==> config.mk <==
export PLATFORM = sky130hd
export DESIGN_NAME = sleep_wakeup_control
export DESIGN_NICKNAME = d
export VERILOG_FILES = /design/src/rtl/sleep_pkg.sv /design/src/rtl/sleep_wakeup_control.sv /design/src/rtl/wake_watchdog.sv /design/src/rtl/pin_hold.sv
export SDC_FILE = /design/constraint.sdc
export NUM_CORES = 1
export LEC_CHECK = 0
export ABC_AREA = 1
export BUFFER_PORTS_ARGS = -buffer_cell sky130_fd_sc_hd__buf_2
export CAP_MARGIN = 30
export CORE_MARGIN = 4
export CORE_UTILIZATION = 52
export DETAILED_ROUTE_END_ITERATION = 12
export PLACE_DENSITY = 0.8
export SLEW_MARGIN = 20
export SYNTH_ARGS = -nofsm -noshare
export SYNTH_HDL_FRONTEND = slang
export SYNTH_SLANG_ARGS = --single-unit
==> constraint.sdc <==
create_clock -name clk -period 2.17 [get_ports clk]
set_input_delay 0.217 -clock clk [delete_from_list [all_inputs] [get_ports clk]]
set_output_delay 0.217 -clock clk [all_outputs]
set_load 0.02 [all_outputs]
==> src/rtl/sleep_pkg.sv <==
package sleep_pkg;

	// ==========================================
	// Status layout and reset values
	localparam int          PWRDN_BIT    = 3;
	localparam int          TMOUT_BIT    = 4;
	localparam logic [12:0] IRQ_VECTOR   = 13'h0004;
	localparam logic [12:0] PC_RESET     = 13'h0000;
	localparam int          WDT_WIDTH    = 16;
	localparam int          WDT_TIMEOUT  = 16'h0400;
	localparam int          OSC_RESTART  = 4;
	localparam int          GPIO_WIDTH   = 6;

	// ==========================================
	// Wake controller states
	typedef enum logic [1:0] {
		ST_RUN     = 2'b00,
		ST_SLEEP   = 2'b01,
		ST_RESTART = 2'b10,
		ST_RESUME  = 2'b11
	} sleep_state_e;

	// Interrupt request group
	typedef struct packed {
		logic edge_flag;
		logic edge_en;
		logic port_flag;
		logic port_en;
		logic conv_flag;
		logic conv_en;
		logic conv_rc_clk;
	} irq_s;

	// Pin drive group
	typedef struct packed {
		logic [GPIO_WIDTH-1:0] out;
		logic [GPIO_WIDTH-1:0] oe_n;
	} pin_drive_s;

endpackage

==> src/rtl/sleep_wakeup_control.sv <==
`timescale 1ns/1ps
`default_nettype none
module sleep_wakeup_control #(
	parameter int WDT_TIMEOUT = sleep_pkg::WDT_TIMEOUT,
	parameter int RESTART     = sleep_pkg::OSC_RESTART
) (
	input  wire logic                  clk,
	input  wire logic                  sys_rst,
	input  wire logic                  master_clear_pin,
	input  wire logic                  wdt_enable,
	input  wire logic                  watchdog_clear_op,
	input  wire logic                  sleep_op,
	input  wire logic [12:0]           sleep_pc,
	input  wire logic                  global_irq_enable,
	input  wire sleep_pkg::irq_s       irq,
	input  wire sleep_pkg::pin_drive_s core_pins,
	output sleep_pkg::pin_drive_s      pins,
	output logic                       power_down_flag,
	output logic                       timeout_flag,
	output logic                       osc_enable,
	output logic                       phase_clk_enable,
	output logic                       asleep,
	output logic                       core_reset,
	output logic                       fetch_valid,
	output logic [12:0]                fetch_addr,
	output logic                       exec_prefetch,
	output logic                       irq_vector_take,
	output logic [12:0]                irq_vector_addr
);
	// ==========================================
	// Elaboration checks
	// The restart counter is eight bits wide
	if (RESTART < 1 || RESTART > 255)
	begin
		$error("sleep_wakeup_control: RESTART out of range");
	end
	// A watchdog that times out at once could never be cleared
	if (WDT_TIMEOUT < 2)
	begin
		$error("sleep_wakeup_control: WDT_TIMEOUT out of range");
	end

	// Sequencer state and status flags
	sleep_pkg::sleep_state_e state_q;
	sleep_pkg::sleep_state_e state_d;
	logic                    pwrdn_q;
	logic                    pwrdn_d;
	logic                    to_q;
	logic                    to_d;
	logic                    osc_q;
	logic                    osc_d;

	// One-cycle strobes, the prefetch address, the pending vector and the restart count
	logic                    rst_q;
	logic                    rst_d;
	logic                    fetch_q;
	logic                    fetch_d;
	logic [12:0]             faddr_q;
	logic [12:0]             faddr_d;
	logic                    exec_q;
	logic                    exec_d;
	logic                    vec_q;
	logic                    vec_d;
	logic                    vec_pend_q;
	logic                    vec_pend_d;
	logic [7:0]              wait_q;
	logic [7:0]              wait_d;

	// Output flops
	logic                    asleep_q;
	logic                    asleep_d;
	logic                    phase_q;
	logic                    phase_d;
	logic [12:0]             vaddr_q;
	logic [12:0]             vaddr_d;

	// Combinational helpers
	logic                    edge_wake;
	logic                    port_wake;
	logic                    conv_wake;
	logic                    irq_wake;
	logic                    wake_wdt;
	logic                    wdt_clear;
	logic                    wdt_to;
	logic                    sleep_real;

	// ==========================================
	// Interrupt wake qualification
	// Each source needs its own enable; the global enable never blocks wake.
	assign edge_wake = irq.edge_flag & irq.edge_en;
	assign port_wake = irq.port_flag & irq.port_en;
	// Phase clocks are stopped in sleep, so only a converter on its own
	// RC clock can still finish a conversion and raise its flag.
	assign conv_wake = irq.conv_flag & irq.conv_en & irq.conv_rc_clk;

	always_comb
	begin
		irq_wake = edge_wake | port_wake | conv_wake;
	end

	// Sleep only takes effect with no interrupt already pending
	assign sleep_real = (state_q == sleep_pkg::ST_RUN) && sleep_op && !irq_wake;
	assign wdt_clear  = sleep_real || watchdog_clear_op;

	// Watchdog time-out counts only with the watchdog enabled
	assign wake_wdt   = wdt_to && wdt_enable;

	// ==========================================
	// Watchdog
	// Counts on the core clock as a stand-in for its own RC clock; the
	// model keeps it running while the oscillator driver is off.
	wake_watchdog #(
		.WIDTH   (sleep_pkg::WDT_WIDTH),
		.TIMEOUT (WDT_TIMEOUT)
	) u_wdt (
		.clk     (clk),
		.sys_rst (sys_rst),
		.enable  (wdt_enable),
		.clear   (wdt_clear),
		.timeout (wdt_to)
	);

	// ==========================================
	// Pin hold while asleep
	pin_hold u_pins (
		.clk     (clk),
		.sys_rst (sys_rst),
		.freeze  (state_d != sleep_pkg::ST_RUN),
		.live    (core_pins),
		.pins    (pins)
	);

	// ==========================================
	// Sequencer next state
	always_comb
	begin
		state_d    = state_q;
		pwrdn_d    = pwrdn_q;
		to_d       = to_q;
		osc_d      = osc_q;
		rst_d      = 1'b0;
		fetch_d    = 1'b0;
		faddr_d    = faddr_q;
		exec_d     = 1'b0;
		vec_d      = 1'b0;
		vec_pend_d = vec_pend_q;
		wait_d     = wait_q;
		case (state_q)
			sleep_pkg::ST_RUN:
			begin
				// Running: clear op, watchdog reset or sleep entry
				if (watchdog_clear_op)
				begin
					to_d    = 1'b1;
					pwrdn_d = 1'b1;
				end
				// Time-out beats a clear in the same cycle
				if (wake_wdt)
				begin
					rst_d = 1'b1;
					to_d  = 1'b0;
				end
				else if (sleep_real)
				begin
					pwrdn_d = 1'b0;
					to_d    = 1'b1;
					osc_d   = 1'b0;
					fetch_d = 1'b1;
					faddr_d = sleep_pc + 13'h0001;
					state_d = sleep_pkg::ST_SLEEP;
				end
			end
			sleep_pkg::ST_SLEEP:
			begin
				// Sleep has completed; any wake now comes after it
				// Watchdog wins a tie so its flag names the cause
				if (wake_wdt)
				begin
					to_d       = 1'b0;
					vec_pend_d = 1'b0;
					wait_d     = 8'(RESTART);
					osc_d      = 1'b1;
					state_d    = sleep_pkg::ST_RESTART;
				end
				else if (irq_wake)
				begin
					vec_pend_d = global_irq_enable;
					wait_d     = 8'(RESTART);
					osc_d      = 1'b1;
					state_d    = sleep_pkg::ST_RESTART;
				end
			end
			sleep_pkg::ST_RESTART:
			begin
				// Oscillator settles before phase clocks restart
				if (wait_q <= 8'h01)
					state_d = sleep_pkg::ST_RESUME;
				else
					wait_d = wait_q - 8'h01;
			end
			sleep_pkg::ST_RESUME:
			begin
				// Phase clocks back; prefetched word runs next
				exec_d     = 1'b1;
				vec_d      = vec_pend_q;
				vec_pend_d = 1'b0;
				state_d    = sleep_pkg::ST_RUN;
			end
			default:
				state_d = sleep_pkg::ST_RUN;
		endcase
		// External reset wins over the state and strobes, asleep or not; power-down and time-out flag updates still take effect
		if (!master_clear_pin)
		begin
			rst_d      = 1'b1;
			osc_d      = 1'b1;
			state_d    = sleep_pkg::ST_RUN;
			vec_pend_d = 1'b0;
			fetch_d    = 1'b0;
			exec_d     = 1'b0;
			vec_d      = 1'b0;
		end
	end

	// ==========================================
	// Sequencer registers; reset is power-up
	always_ff @(posedge clk)
	begin
		if (sys_rst)
		begin
			state_q    <= sleep_pkg::ST_RUN;
			pwrdn_q    <= 1'b1;
			to_q       <= 1'b1;
			osc_q      <= 1'b1;
			rst_q      <= 1'b1;
			fetch_q    <= 1'b0;
			faddr_q    <= sleep_pkg::PC_RESET;
			exec_q     <= 1'b0;
			vec_q      <= 1'b0;
			vec_pend_q <= 1'b0;
			wait_q     <= 8'h00;
		end
		else
		begin
			state_q    <= state_d;
			pwrdn_q    <= pwrdn_d;
			to_q       <= to_d;
			osc_q      <= osc_d;
			rst_q      <= rst_d;
			fetch_q    <= fetch_d;
			faddr_q    <= faddr_d;
			exec_q     <= exec_d;
			vec_q      <= vec_d;
			vec_pend_q <= vec_pend_d;
			wait_q     <= wait_d;
		end
	end

	// ==========================================
	// Outputs, all from flops
	// Asleep covers restart and resume so the core stays parked until
	// the phase clocks run again.
	always_comb
	begin
		asleep_d = state_d != sleep_pkg::ST_RUN;
		phase_d  = state_d == sleep_pkg::ST_RUN || state_d == sleep_pkg::ST_RESUME;
		vaddr_d  = sleep_pkg::IRQ_VECTOR;
	end

	always_ff @(posedge clk)
	begin
		if (sys_rst)
		begin
			asleep_q <= 1'b0;
			phase_q  <= 1'b1;
			vaddr_q  <= sleep_pkg::IRQ_VECTOR;
		end
		else
		begin
			asleep_q <= asleep_d;
			phase_q  <= phase_d;
			vaddr_q  <= vaddr_d;
		end
	end

	// Ports straight from the flops
	assign power_down_flag  = pwrdn_q;
	assign timeout_flag     = to_q;
	assign osc_enable       = osc_q;
	assign phase_clk_enable = phase_q;
	assign asleep           = asleep_q;
	assign core_reset       = rst_q;
	assign fetch_valid      = fetch_q;
	assign fetch_addr       = faddr_q;
	assign exec_prefetch    = exec_q;
	assign irq_vector_take  = vec_q;
	assign irq_vector_addr  = vaddr_q;
endmodule
`default_nettype wire

==> src/rtl/wake_watchdog.sv <==
`timescale 1ns/1ps
`default_nettype none
module wake_watchdog #(
	parameter int WIDTH   = sleep_pkg::WDT_WIDTH,
	parameter int TIMEOUT = sleep_pkg::WDT_TIMEOUT
) (
	input  wire logic clk,
	input  wire logic sys_rst,
	input  wire logic enable,
	input  wire logic clear,
	output logic      timeout
);
	// Refuse a timeout the counter cannot reach
	if (TIMEOUT < 2 || TIMEOUT >= (1 << WIDTH))
	begin
		$error("wake_watchdog: TIMEOUT out of range");
	end

	logic [WIDTH-1:0] count_q;
	logic [WIDTH-1:0] count_d;
	logic             timeout_q;
	logic             timeout_d;

	// ==========================================
	// Counter zeroed by a clear or while disabled; wraps at time-out
	always_comb
	begin
		count_d   = count_q + 1'b1;
		timeout_d = 1'b0;
		if (!enable || clear)
			count_d = '0;
		else if (count_q == WIDTH'(TIMEOUT - 1))
		begin
			count_d   = '0;
			timeout_d = 1'b1;
		end
	end

	always_ff @(posedge clk)
	begin
		if (sys_rst)
		begin
			count_q   <= '0;
			timeout_q <= 1'b0;
		end
		else
		begin
			count_q   <= count_d;
			timeout_q <= timeout_d;
		end
	end

	assign timeout = timeout_q;
endmodule
`default_nettype wire

==> src/rtl/pin_hold.sv <==
`timescale 1ns/1ps
`default_nettype none
module pin_hold (
	input  wire logic                  clk,
	input  wire logic                  sys_rst,
	input  wire logic                  freeze,
	input  wire sleep_pkg::pin_drive_s live,
	output sleep_pkg::pin_drive_s      pins
);
	sleep_pkg::pin_drive_s pins_q;
	sleep_pkg::pin_drive_s pins_d;

	// ==========================================
	// Pins follow the core unless frozen for sleep
	always_comb
	begin
		pins_d = freeze ? pins_q : live;
	end

	// Reset floats every pin (enable is low-active)
	always_ff @(posedge clk)
	begin
		if (sys_rst)
		begin
			pins_q.out  <= '0;
			pins_q.oe_n <= '1;
		end
		else
			pins_q <= pins_d;
	end

	assign pins = pins_q;
endmodule
`default_nettype wire

==> parameters.txt <==
Parameter                              Value

Yosys
  Share of synthesized area occupied by flip-flops and latches    40.4%
  Post-Synthesis Mean Instance Area    7.01 um^2
  Flops & latches, synth    62
  Leading post-synthesis cells by instance count    nand2_1 (101), nor2_1 (76), dfxtp_1 (62)
  Share of flip-flops with an asynchronous set or reset after synthesis    0%
  Leading cell type by number of instances after synthesis    nand2_1
  Count of mapped cells out of synthesis    438
  Area contributors post-synth    dfxtp_1 (40%), nand2_1 (12%), nor2_1 (9.3%)
  Dominant register cell in the synthesized netlist    dfxtp_1
  Proportion of synthesized area in mux cells    0%
  Share of Yosys cell area claimed by the top area cell type    40.4%
  Post-synthesis instance area    3070 um^2
  Cell accounting for the most synthesized area    dfxtp_1
  Xor and xnor area share after synthesis    5.99%
  Synthesized-area fraction occupied by ao, oa, aoi and oai cells    6.85%
  Library cells used by synthesis    31
  Number of synthesized flops with an enable pin    0
  Adder and majority gate portion of the synthesized area    2.04%
  Simple-gate share of the synthesized area    33.4%
  Combinational family with the most area after synthesis    simple AND/OR/NAND/NOR gates
  YS warnings    0

Clock tree
  Skew-Pair Late Insertion Delay    0.34 ns
  Clock transition time at the flip-flop clock pins of the worst setup and hold paths    0.07 ns
  Number of clock buffers inserted by TritonCTS    9
  Deepest clock path buffer count    2
  Post-CTS setup-driven buffer insertion count    0
  TritonCTS clock tree    done
  Sinks on the clock net    62
  Number of H-tree branching levels    3
  Buffer cell driving the clock tree root    clkbuf_8

GRT
  Initial antenna violation count    0
  Total congestion overflow after global routing    0
  Global Route Usage Sum    20.5%
  Largest net degree at the start of global routing    22
  Global-route wire length before repair    12.0 mm
  Vias in the first global route    2802

Worst setup path
  Crit-path most repeated cell    nand2_1
  Critical Path End Type    flop
  CP arrival    2.15 ns
  Ordered list of cells on the worst path    inv_1 -> ha_1 -> o21ai_1 -> inv_1 -> nand2_1 -> nand2_1 -> inv_1 -> nand2_1 -> nand2_1 -> ha_4 -> clkinvlp_4 -> nand2_1 -> nand3_1
  Required time of the worst setup path    2.37 ns
  Number of cells on the critical path    13
  Largest stage delay, worst path    0.38 ns
  CP Buf/Inv Count    4
  Top fanout value on the critical path    6
  Depth of the most critical reg-to-reg path    13
  Cell type group with the largest total delay on the critical path    simple AND/OR/NAND/NOR gates
  Slowest-stage cell, CP    dfxtp_1
  Reg-to-Reg End    u_pins.pins[1]
  Startpoint class of the critical path    flop
  Worst r2r src    wait_q[0]
  Worst-case register-to-register setup slack    0.22 ns
  Type of the worst setup path    flop to flop

Pwr
  Switching Share    26.7%
  Maximum vdd ir drop    0.522 mV
  Psw    725 uW
  Clock power share    41.6%
  Cell area power density    735 nW/um^2
  Leakage power total    1.70 nW
  Combinational share of power    13.6%
  Sequential group share of total power    44.7%
  Internal Power    1.99 mW

Floorplanning
  Core ar.    5610 um^2
  Area of the die    7200 um^2
  Die height    84.8 um
  Floorplan row count    27
  Initial core utilization    54.7%
  Floorplan die width    84.8 um
  Number of placed I/O pins    86

Timing
  Final setup violation count    0
  Slew Limit Fails    0
  Peak clock frequency supported by timing    513 MHz
  Sum of negative setup slack    0 ns
  Max-slew headroom at the worst pin    63.8%
  Clock skew    0.0117 ns
  Setup repair after global routing missed its margin    no
  Setup ws final    0.222 ns
  Shortest period the worst path allows    1.95 ns
  Hold violation count in the final report    0
  Share of the clock period used by the worst path after layout    89.8%
  Worst-margin pin slew    0.541 ns

Final layout
  Final-stage net count    559
  Finished Layout Cells    591
  Fraction of final layout cells with drive strength greater than 1    21.4%
  Final Instance Area    3690 um^2
  Synthesis-to-finish area growth    20.1%
  Antenna diode count    0

Detailed routing
  Residual antenna-violating net count after detailed routing    0
  DR vias/cell    4.95
  Total number of vias    2923
  WL/cell    12.0 um
  Iter 0 DRT Violations    122
  WL final    7.07 mm
  First-pass iteration count of the detailed router    4
  DRC violation count after routing    0

Placed design
  Port-buffer cells    72
  Number of placed instances with taps included    575
  Placed cell area    3440 um^2
  HPWL after detailed placement    5.22 mm
  Post-Place Setup Slack    0.219 ns
  Last weighted congestion value of the routability-driven placer    0.864

Status
  Run status    complete, no violations

Hold path
  End point of the worst hold path    u_pins.pins[0]
  Path category of the worst min-delay check    input port to flop
  Worst Hold Path Cells    3
  Critical hold path startpoint    core_pins[0]

Flow run
  Max cap viols    0
-- area by class of cell --
cell class	count	area (um^2)
Sequential cell	62	1240
Multi-Input combinational cell	315	1540
Clock buffer	10	138
Fill cell	502	1920
Inverter	50	194
Timing Repair inverter	1	7.51
Clock inverter	5	83.8
Timing Repair Buffer	76	390
Tap cell	72	90.1
-- power by group through the flow --
stage	registers (mW)	logic, mW	clock network [mW]
after CTS	1.21	0.362	1.14
final	1.21	0.370	1.13
after floorplan	1.29	0.200	0
after detailed placement	1.24	0.362	0
after global placement	1.24	0.354	0
after global routing	1.22	0.411	1.21
-- worst min-delay path: stages --
cell and delay (ns):
buf_2 0.08, nand2_1 0.04, nand3_1 0.06
-- cell families (layout without fill, tap and decap cells) --
| group | count (synthesis) | in the layout |
|---|---|---|
| other | 2 | 13 |
| flip-flops | 62 | 62 |
| AND/OR/NAND/NOR | 236 | 236 |
| buffers and inverters | 72 | 142 |
| AO/OA/AOI/OAI | 40 | 40 |
| adder cells (fa/ha/maj) | 5 | 5 |
| XOR/XNOR | 21 | 21 |
-- metrics by stage --
step	util, %	hold WS [ns]	total power [mW]
global placement	61.4	0.432	1.59
CTS	65.3	0.0776	2.72
global route	65.8	0.0739	2.84
detailed placement	61.4	0.436	1.60
finish	65.8	0.0916	2.71
floorplan	-	0.343	1.49
-- registers in the layout (all words and copies together) (netlist names), 2 cells and up --
name and cells:
fetch_addr 13, state_q 2, u_pins.pins 12, u_wdt.count_q 16, wait_q 8
-- layout by cell type, fill, tap and decap left out --
master,instances
nor2_4,1
clkinv_2,2
nor3_1,13
nand3_4,1
xnor2_1,7
bufinv_16,2
inv_2,3
a21oi_1,19
inv_1,44
nand2_1,101
nand2_2,2
buf_4,4
nor2_1,76
clkinv_4,1
nand3_2,1
ha_4,1
o2111ai_1,1
o21ai_0,17
nor2_2,4
ha_1,4
a21oi_2,1
nand4_1,5
xor2_1,14
or2_2,1
nand4_4,1
o21a_1,1
nor3b_1,1
o21ai_1,1
nand3b_1,3
clkbuf_8,10
dfxtp_1,62
conb_1,13
buf_2,72
nand3_1,26
clkinvlp_4,4
-- metal layers --
metal / share of wire [%] / global-route usage, % / vias up
li1: - / - / 1496
met1: 43 / 23.6 / 1310
met2: 48 / 34.8 / 104
met3: 7.9 / 7.48 / 13
met4: 1.7 / 7.63 / 0
met5: 0 / 0 / -
-- timing repair --
item / CTS / global route
endpoints found under the setup margin: 0 / 12
resized for setup: 0 / 5
hold buffers: 0 / 0
-- how the worst max path moves through the flow --
stage / slack (ns) / end / startpoint
finish: 0.22 / u_pins.pins[1] / wait_q[0]
floorplan: 0.23 / u_pins.pins[10] / wait_q[0]
CTS: 0.20 / u_pins.pins[8] / wait_q[0]
detailed placement: 0.22 / u_pins.pins[8] / wait_q[0]
global route: 0.003 / u_pins.pins[3] / wait_q[0]
global placement: 0.31 / u_pins.pins[0] / wait_q[0]
Note: power is estimated with default switching activity, not from simulation.
